<file path="config.mk">
export PLATFORM = sky130hd
export DESIGN_NAME = gtc_timer
export DESIGN_NICKNAME = d
export VERILOG_FILES = /design/src/design/gtc_pkg.sv /design/src/design/gtc_timer.sv
export SDC_FILE = /design/constraint.sdc
export NUM_CORES = 1
export LEC_CHECK = 0
export ABC_CLOCK_PERIOD_IN_PS = 4900
export BUFFER_PORTS_ARGS = -buffer_cell sky130_fd_sc_hd__buf_4
export CORE_UTILIZATION = 58
export CTS_CLUSTER_DIAMETER = 100
export DETAILED_ROUTE_END_ITERATION = 10
export GPL_TIMING_DRIVEN = 1
export PLACE_DENSITY = 0.92
export SYNTH_ARGS = -nofsm -noshare
export SYNTH_HDL_FRONTEND = slang
export SYNTH_SLANG_ARGS = --single-unit
</file>
<file path="constraint.sdc">
create_clock -name core_clk_i -period 4.9 [get_ports core_clk_i]
set_clock_uncertainty 0.2 [all_clocks]
set_input_delay 0.735 -clock core_clk_i [delete_from_list [all_inputs] [get_ports core_clk_i]]
set_output_delay 0.735 -clock core_clk_i [all_outputs]
set_load 0.005 [all_outputs]
</file>
<file path="src/design/gtc_pkg.sv">
// Package with register map, field positions, reset values and carriers for the gated timer
package gtc_pkg;

  // APB byte offsets
  localparam logic [7:0] GTC_OFF_TCON  = 8'h00;
  localparam logic [7:0] GTC_OFF_GCON  = 8'h04;
  localparam logic [7:0] GTC_OFF_CNTL  = 8'h08;
  localparam logic [7:0] GTC_OFF_CNTH  = 8'h0C;
  localparam logic [7:0] GTC_OFF_FLAG  = 8'h10;
  localparam logic [7:0] GTC_OFF_IEN   = 8'h14;
  localparam logic [7:0] GTC_OFF_ICTL  = 8'h18;
  localparam logic [7:0] GTC_OFF_CAPL  = 8'h1C;
  localparam logic [7:0] GTC_OFF_CAPH  = 8'h20;
  localparam logic [7:0] GTC_OFF_CCTL  = 8'h24;

  // Timer control field positions
  localparam int GTC_TC_ON    = 0;
  localparam int GTC_TC_SYNC  = 2;
  localparam int GTC_TC_OSCEN = 3;
  localparam int GTC_TC_CS0   = 6;
  // Gate control field positions
  localparam int GTC_GC_SS0   = 0;
  localparam int GTC_GC_VAL   = 2;
  localparam int GTC_GC_GO    = 3;
  localparam int GTC_GC_SPM   = 4;
  localparam int GTC_GC_TM    = 5;
  localparam int GTC_GC_POL   = 6;
  localparam int GTC_GC_GE    = 7;
  // Flag / enable positions
  localparam int GTC_FL_OVF   = 0;
  localparam int GTC_FL_GATE  = 1;
  localparam int GTC_IC_PER   = 0;
  localparam int GTC_IC_GLB   = 1;
  // Capture/compare control positions
  localparam int GTC_CC_CAPEN = 0;
  localparam int GTC_CC_CMPEN = 1;

  // Reset values and maximum counts
  localparam logic [7:0]  GTC_RST_BYTE = 8'h00;
  localparam logic [15:0] GTC_RST_CNT  = 16'h0000;
  localparam logic [15:0] GTC_CNT_MAX  = 16'hFFFF;
  localparam logic [7:0]  GTC_CMP8_MAX = 8'hFF;

  // Gate source codes
  localparam logic [1:0] GTC_GS_PIN  = 2'h0;
  localparam logic [1:0] GTC_GS_CMP8 = 2'h1;
  localparam logic [1:0] GTC_GS_CMPA = 2'h2;
  localparam logic [1:0] GTC_GS_CMPB = 2'h3;

  // Count clock source codes
  localparam logic [1:0] GTC_CS_INSTR = 2'h0;
  localparam logic [1:0] GTC_CS_SYS   = 2'h1;

  // Instruction clock is a quarter of the system clock
  localparam logic [1:0] GTC_INSTR_DIV = 2'h3;

  // Asynchronous inputs carried together
  typedef struct packed {
    logic ext_clk;
    logic gate_pin;
    logic cmp_a;
    logic cmp_b;
  } gtc_async_t;

  // Interrupt outputs carried together
  typedef struct packed {
    logic ovf_irq;
    logic gate_irq;
    logic wake;
  } gtc_irq_t;

endpackage : gtc_pkg

</file>
<file path="src/design/gtc_timer.sv">
// Gated 16-bit timer/counter with APB register access
//
// Added by the designer: the register addresses and register access over APB.
`timescale 1ns/1ps
module gtc_timer
  import gtc_pkg::*;
(
  // Clock and reset
  input  wire logic        core_clk_i,
  input  wire logic        rstn_i,
  // APB slave
  input  wire logic        psel_i,
  input  wire logic        penable_i,
  input  wire logic        pwrite_i,
  input  wire logic [7:0]  paddr_i,
  input  wire logic [31:0] pwdata_i,
  output logic [31:0]      prdata_o,
  output logic             pready_o,
  output logic             pslverr_o,
  // Asynchronous pins and comparator outputs
  input  wire gtc_async_t  async_i,
  // Companion 8-bit timer increment strobe and value, same clock
  input  wire logic        comp8_inc_i,
  input  wire logic [7:0]  comp8_val_i,
  // Processor sleep state, same clock
  input  wire logic        sleep_i,
  // Capture event from capture unit, same clock
  input  wire logic        capture_evt_i,
  // Time base and events
  output logic [15:0]      count_o,
  output logic             compare_evt_o,
  output gtc_irq_t         irq_o
);

  // Control and status registers
  logic [7:0]  tcon_reg, tcon_next;
  logic [7:0]  gcon_reg, gcon_next;
  logic [1:0]  flag_reg, flag_next;
  logic [1:0]  ien_reg, ien_next;
  logic [1:0]  ictl_reg, ictl_next;
  logic [1:0]  cctl_reg, cctl_next;
  logic [15:0] cnt_reg, cnt_next;
  logic [15:0] ccr_reg, ccr_next;
  // Synchronizers and edge history
  logic [3:0]  s1_reg, s1_next;
  logic [3:0]  s2_reg, s2_next;
  logic        clk_prev_reg, clk_prev_next;
  logic        src_prev_reg, src_prev_next;
  logic        tog_reg, tog_next;
  logic        val_reg, val_next;
  logic        arm_reg, arm_next;
  logic [1:0]  div_reg, div_next;
  // Output registers
  logic [31:0] rdata_reg, rdata_next;
  logic        ready_reg, ready_next;
  logic        err_reg, err_next;
  logic        cmp_reg, cmp_next;
  gtc_irq_t    irq_reg, irq_next;

  // Combinational helpers
  logic        timer_on, bypass, ext_sel, ge, pol, tm, spm, go;
  logic [1:0]  gss;
  logic        ext_lvl, ext_rise, tick, src, src_rise;
  logic        gate_raw, gate_lvl, gate_ok, inc, wrap, comp8_wrap;
  logic        wr, rd, hit;

  // Field decode
  always_comb begin
    timer_on = tcon_reg[GTC_TC_ON];
    bypass   = tcon_reg[GTC_TC_SYNC];
    ext_sel  = tcon_reg[GTC_TC_CS0+1];
    ge       = gcon_reg[GTC_GC_GE];
    pol      = gcon_reg[GTC_GC_POL];
    tm       = gcon_reg[GTC_GC_TM];
    spm      = gcon_reg[GTC_GC_SPM];
    go       = gcon_reg[GTC_GC_GO];
    gss      = gcon_reg[GTC_GC_SS0 +: 2];
    wr       = psel_i && penable_i && pwrite_i && !ready_reg;
    rd       = psel_i && penable_i && !pwrite_i && !ready_reg;
  end

  // Two-stage synchronizers for every asynchronous input, bypassed by the comparator gate sources while CAPEN is clear
  always_comb begin
    s1_next = {async_i.ext_clk, async_i.gate_pin, async_i.cmp_a, async_i.cmp_b};
    s2_next = s1_reg;
  end

  // Count tick selection; bypass shortens the path by one stage only, since
  // a second clock domain is not allowed here
  always_comb begin
    ext_lvl       = bypass ? s1_reg[3] : s2_reg[3];
    clk_prev_next = ext_lvl;
    ext_rise      = ext_lvl && !clk_prev_reg;
    div_next      = div_reg + 2'h1;
    case (tcon_reg[GTC_TC_CS0 +: 2])
      GTC_CS_INSTR: tick = (div_reg == GTC_INSTR_DIV) && !sleep_i;
      GTC_CS_SYS:   tick = !sleep_i;
      default:      tick = ext_rise && (bypass || !sleep_i);
    endcase
    if (ext_sel && bypass && !s1_reg[3]) begin
      tick = tick; // Mode switch may drop or add one edge
    end
  end

  // Gate source mux, toggle and single-pulse logic
  always_comb begin
    comp8_wrap = comp8_inc_i && (comp8_val_i == GTC_CMP8_MAX);
    case (gss)
      GTC_GS_PIN:  src = s2_reg[2];
      GTC_GS_CMP8: src = comp8_wrap;
      GTC_GS_CMPA: src = cctl_reg[GTC_CC_CAPEN] ? s2_reg[1] : async_i.cmp_a;
      GTC_GS_CMPB: src = cctl_reg[GTC_CC_CAPEN] ? s2_reg[0] : async_i.cmp_b;
      default:     src = 1'b0;
    endcase
    src_prev_next = src;
    src_rise      = src && !src_prev_reg;
    tog_next      = tog_reg;
    if (!tm || !timer_on) begin
      tog_next = 1'b0;
    end else if (src_rise) begin
      tog_next = !tog_reg;
    end
    gate_raw = (tm ? tog_reg : src) ~^ pol;
    // Single pulse passes gate only while GO is set
    arm_next = arm_reg;
    if (!spm || !go) begin
      arm_next = 1'b0;
    end else if (gate_raw) begin
      arm_next = 1'b1;
    end
    gate_lvl = spm ? (go && gate_raw) : gate_raw;
    val_next = gate_lvl;
    gate_ok  = !ge || gate_lvl;
    inc      = timer_on && tick && gate_ok;
    wrap     = inc && (cnt_reg == GTC_CNT_MAX);
  end

  // Register writes, counter and flags
  always_comb begin
    tcon_next = tcon_reg;
    gcon_next = gcon_reg;
    flag_next = flag_reg;
    ien_next  = ien_reg;
    ictl_next = ictl_reg;
    cctl_next = cctl_reg;
    ccr_next  = ccr_reg;
    cnt_next  = inc ? cnt_reg + 16'h0001 : cnt_reg;
    if (wr) begin
      case (paddr_i)
        GTC_OFF_TCON: tcon_next = pwdata_i[7:0] & 8'hFD;
        GTC_OFF_GCON: gcon_next = pwdata_i[7:0] & 8'hFB;
        GTC_OFF_CNTL: cnt_next  = {cnt_reg[15:8], pwdata_i[7:0]};
        GTC_OFF_CNTH: cnt_next  = {pwdata_i[7:0], cnt_reg[7:0]};
        GTC_OFF_FLAG: flag_next = pwdata_i[1:0];
        GTC_OFF_IEN:  ien_next  = pwdata_i[1:0];
        GTC_OFF_ICTL: ictl_next = pwdata_i[1:0];
        GTC_OFF_CAPL: ccr_next  = {ccr_reg[15:8], pwdata_i[7:0]};
        GTC_OFF_CAPH: ccr_next  = {pwdata_i[7:0], ccr_reg[7:0]};
        GTC_OFF_CCTL: cctl_next = pwdata_i[1:0];
        default:      cctl_next = cctl_reg;
      endcase
    end
    // Trailing edge of captured pulse ends acquisition
    if (arm_reg && !gate_raw) begin
      gcon_next[GTC_GC_GO] = 1'b0;
    end
    if (!gcon_next[GTC_GC_SPM]) begin
      gcon_next[GTC_GC_GO] = 1'b0;
    end
    // Hardware set wins over software clear
    if (wrap) begin
      flag_next[GTC_FL_OVF] = 1'b1;
    end
    if (val_reg && !gate_lvl) begin
      flag_next[GTC_FL_GATE] = 1'b1;
    end
    // Capture copies whole count
    if (cctl_reg[GTC_CC_CAPEN] && capture_evt_i) begin
      ccr_next = cnt_reg;
    end
  end

  // Interrupt, compare and bus answer outputs
  always_comb begin
    irq_next.ovf_irq  = timer_on && flag_reg[GTC_FL_OVF] && ien_reg[GTC_FL_OVF]
                        && ictl_reg[GTC_IC_PER] && ictl_reg[GTC_IC_GLB];
    irq_next.gate_irq = flag_reg[GTC_FL_GATE] && ien_reg[GTC_FL_GATE];
    irq_next.wake     = timer_on && flag_reg[GTC_FL_OVF] && ien_reg[GTC_FL_OVF]
                        && ictl_reg[GTC_IC_PER];
    cmp_next   = cctl_reg[GTC_CC_CMPEN] && (cnt_reg == ccr_reg);
    ready_next = psel_i && penable_i && !ready_reg;
    hit        = 1'b1;
    rdata_next = 32'h0000_0000;
    case (paddr_i)
      GTC_OFF_TCON: rdata_next[7:0] = tcon_reg;
      GTC_OFF_GCON: rdata_next[7:0] = {gcon_reg[7:3], val_reg, gcon_reg[1:0]};
      GTC_OFF_CNTL: rdata_next[7:0] = cnt_reg[7:0];
      GTC_OFF_CNTH: rdata_next[7:0] = cnt_reg[15:8];
      GTC_OFF_FLAG: rdata_next[1:0] = flag_reg;
      GTC_OFF_IEN:  rdata_next[1:0] = ien_reg;
      GTC_OFF_ICTL: rdata_next[1:0] = ictl_reg;
      GTC_OFF_CAPL: rdata_next[7:0] = ccr_reg[7:0];
      GTC_OFF_CAPH: rdata_next[7:0] = ccr_reg[15:8];
      GTC_OFF_CCTL: rdata_next[1:0] = cctl_reg;
      default:      hit = 1'b0;
    endcase
    // Refused or absent read keeps the last data
    if (!rd || !hit) begin
      rdata_next = rdata_reg;
    end
    err_next = ready_next && !hit;
  end

  // State registers, synchronous active-low reset
  always_ff @(posedge core_clk_i) begin
    if (!rstn_i) begin
      tcon_reg     <= GTC_RST_BYTE;
      gcon_reg     <= GTC_RST_BYTE;
      flag_reg     <= 2'h0;
      ien_reg      <= 2'h0;
      ictl_reg     <= 2'h0;
      cctl_reg     <= 2'h0;
      cnt_reg      <= GTC_RST_CNT;
      ccr_reg      <= GTC_RST_CNT;
      s1_reg       <= 4'h0;
      s2_reg       <= 4'h0;
      clk_prev_reg <= 1'b0;
      src_prev_reg <= 1'b0;
      tog_reg      <= 1'b0;
      val_reg      <= 1'b0;
      arm_reg      <= 1'b0;
      div_reg      <= 2'h0;
      rdata_reg    <= 32'h0000_0000;
      ready_reg    <= 1'b0;
      err_reg      <= 1'b0;
      cmp_reg      <= 1'b0;
      irq_reg      <= '0;
    end else begin
      tcon_reg     <= tcon_next;
      gcon_reg     <= gcon_next;
      flag_reg     <= flag_next;
      ien_reg      <= ien_next;
      ictl_reg     <= ictl_next;
      cctl_reg     <= cctl_next;
      cnt_reg      <= cnt_next;
      ccr_reg      <= ccr_next;
      s1_reg       <= s1_next;
      s2_reg       <= s2_next;
      clk_prev_reg <= clk_prev_next;
      src_prev_reg <= src_prev_next;
      tog_reg      <= tog_next;
      val_reg      <= val_next;
      arm_reg      <= arm_next;
      div_reg      <= div_next;
      rdata_reg    <= rdata_next;
      ready_reg    <= ready_next;
      err_reg      <= err_next;
      cmp_reg      <= cmp_next;
      irq_reg      <= irq_next;
    end
  end

  // Outputs straight from flip-flops
  always_comb begin
    prdata_o      = rdata_reg;
    pready_o      = ready_reg;
    pslverr_o     = err_reg;
    count_o       = cnt_reg;
    compare_evt_o = cmp_reg;
    irq_o         = irq_reg;
  end

endmodule : gtc_timer

</file>
==> impl_results.md <==
* Depth of the CTS H-tree at 3
* Number of iterations in the first detailed-routing pass at 7
* Final weighted congestion of routability-driven global placement at 0.9329
* Hold slack at about 0.23 ns
* Synth cell types at 65
* Total vias in the final route at 4,646
* Number of port buffers at between 60 and 70
* Final setup vio count at 0
* Result of the run: finished clean
* Synthesized cell area at 4526 sq um
* Number of violations of the max-capacitance limit at 0
* Clock sink count at 83
* Insertion delay to the later sink of the worst-skew pair at 0.36 ns
* Fraction of power spent switching nets at a little under a quarter
* Maximum clock insertion buffer count at 2
* Drt initial violations at 609
* Clock transition at the registers of the reported paths at 0.09 ns
* Highest net fanout along the worst path at 13
* Final min period at between 2 and 3 ns
* Detail Route Antenna Nets at 0
* Yosys Warn Count at 0
* Total placed instance area at 4946 sq um
* Worst Hold Depth at 1
* Site Rows at 31
* #FFs+latches synth at 83
* Starting utilization of the core area at 61.09%
* Leading register cell type out of synthesis: dfxtp_1
* Total inserted antenna cells at 0
* TNS Setup at 0 ns
* Nature of the critical path endpoint: register
* CP required at around 5.0 ns
* Power per cell area at 265.6 nW/um^2
* Share of cells above drive strength 1 at 17.52%
* Relative slew slack at between 30% and 40%
* Layout-stage area growth over the synthesis result at 14.76%
* Path category of the worst min-delay check: reg -> reg
* Cell-internal power at 1.056 mW
* Share of power burned in combinational logic at 6.0%
* Period Utilization, post-route at 58.30%
* First-pass GRT wire length at 21,690 um
* Number of DRC violations after detailed routing at 0
* Number of enable-type register cells in the synthesized netlist at 0
* Power share of the clock group at between 40% and 50%
* Fill cells at between 500 and 600
* Number of antenna violations at the first check in global routing at 0
* Number of top-level design ports at 114
* Setup bufs post-CTS at 0
* Total routing usage reported by global routing at 33.42%
* Post-cts repair resize count at 0
* Number of cells on the worst reg-to-reg path at 7
* Cells after Synth at 555
* Height of the die at 90.34 um
* Sequential element share of the synthesized area at 36.72%
* Average vias per placed instance at 6.599
* Kind of start point of the critical path: register
* CTS root buf: clkbuf_8
* Number of buffers inserted during clock tree synthesis at 9
* Layout Cell Area excl Fill at 5194 sq um
* Floorplan die area at 8160 sq um
* Relative contribution of sequential cells to total power at 49.6%
* Unrepaired setup endpoints after global routing: no
* Upper clock frequency limit at roughly 350 MHz
* Final-stage net count at between 600 and 700
* Critical path type: reg -> reg
* Actual slew at the worst max-slew pin at 1.027 ns
* Fraction of registers with async set or reset after synthesis at 0%
* HPWL after DPL at 9458 um
* Detailed Route WL at 13,740 um
* Core area at roughly 7400 sq um
* Global route total overflow at 0
* Largest net degree at the start of global routing at 47
* Routed length per placed instance at 19.51 um
* Clock tree from TritonCTS: done
* Switch Pwr at 0.3236 mW
* Number of global-route vias before repair at 4,326
* Max rail drop VDD at 0.2059 mV
* Die W at 90.34 um
* Count of final hold-check violations at 0
* Per-instance average area after synthesis at slightly above 8 sq um
* Crit path DAT at 2.95 ns
* Hold buffers post-CTS at 0
* Leak at approximately 1.9 nW
* Fin. max-slew vios at 0
[critical path, cell delays in order (launching register included)]
cell and delay (ns):
dfxtp_1 0.47, mux2_4 0.34, a2bb2oi_4 0.15, nand3_1 0.10, nor4bb_4 0.80, nor2_2 0.22, a311o_1 0.36, a21oi_1 0.12
[path summary, 6_finish.rpt]
path                    start         end  slack (ns)
setup / recovery  gcon_reg[0]  count_o[9]        2.04
hold / removal     div_reg[0]  div_reg[0]        0.23
setup reg to reg  gcon_reg[0]  count_o[9]        2.04
hold reg to reg    div_reg[0]  div_reg[0]        0.23
[stage by stage]
step	util (%)	setup WS, ns	power, mW	std cells
floorplan	-	2.397	0.7525	578
global placement	66.76	1.782	0.7774	688
detailed placement	66.76	1.715	0.7794	688
CTS	70.11	2.086	1.378	704
global route	70.11	1.928	1.412	704
finish	70.11	2.043	1.379	704
[cell usage after synthesis (all sizes together), types with 2 or more instances]
master   n  area, sq um
a211oi   3        22.52
a21boi   2        15.01
a21oi   22        110.1
a221oi   5        50.04
a222oi   6        60.06
a22o     2        17.52
a22oi    7        52.55
a311oi  21        183.9
a31oi    5        31.28
a41oi    7        61.31
and2    17        106.4
and3     9        56.30
buf     31        217.7
clkbuf  30        112.6
dfxtp   83         1662
ha       2        25.02
inv      7        26.27
mux2i   13        130.1
nand2   73        274.0
nand2b   4        25.02
nand3   47        235.2
nand4    6        37.54
nand4b   2        17.52
nor2    45        173.9
nor3    15        85.08
nor3b    7        57.55
nor4     6        43.79
o21a     2        15.01
o21ai   17        85.08
o22ai    3        18.77
o311ai   3        33.79
o31a     3        26.28
o31ai    4        30.03
or2      4        27.53
or3      4        25.02
xnor2   19        166.4
xor2     3        26.28
[power by group through the flow]
| stage | registers, mW | clock network (mW) | logic [mW] |
|---|---|---|---|
| global placement | 0.699 | 0 | 0.0781 |
| detailed placement | 0.700 | 0 | 0.0799 |
| floorplan | 0.699 | 0 | 0.0538 |
| finish | 0.684 | 0.613 | 0.0826 |
| global route | 0.684 | 0.639 | 0.0890 |
| CTS | 0.684 | 0.614 | 0.0802 |
[placed cells by master, fill, tap and decap left out, types with 4 or more instances in the layout]
cell       n
a41oi_1    7
or3_1      4
inv_1      6
and2_1    17
a31oi_1    5
nor3b_1    6
a311oi_1  21
nand2_1   73
o21ai_0   15
a222oi_1   6
nand4_1    6
o31ai_1    4
xnor2_1   19
buf_4     72
a21oi_1   22
nor2_1    43
mux2i_1   13
nor4_1     5
a22oi_1    7
dfxtp_1   83
conb_1    24
nand3_1   47
clkbuf_8   9
nand2b_1   4
a221oi_1   4
and3_1     9
nor3_1    13
[layout make-up]
class | instances | area, sq um | share of cell area [%]
clock inverter | 7 | 123.9 | 2.385
tap | 99 | 123.9 | 2.385
timing repair buffer | 72 | 540.5 | 10.41
sequential | 83 | 1662 | 31.99
multi-input combinational | 427 | 2594 | 49.94
inverter | 7 | 26.28 | 0.5059
clock buffer | 9 | 123.9 | 2.385
[logic make-up after synthesis]
group	Yosys count	synth area share, %
buffers and inverters	68	7.879
and+or+nand+nor	245	27.23
xor gates and xnor gates	22	4.258
muxes	14	3.207
adders and majority gates	2	0.5529
other	1	0.08286
DFF	83	36.72
AOI/OAI and AO/OA	120	20.07
[metal layers]
layer  share of wire (%)  track usage (%)  vias up
li1                    -                -     2073
met2                  44            51.84      335
met5                   0                0        -
met4                 4.9            20.16        0
met3                  12            6.987       68
met1                  39            42.68     2170
(Power assumes the default switching activity.)
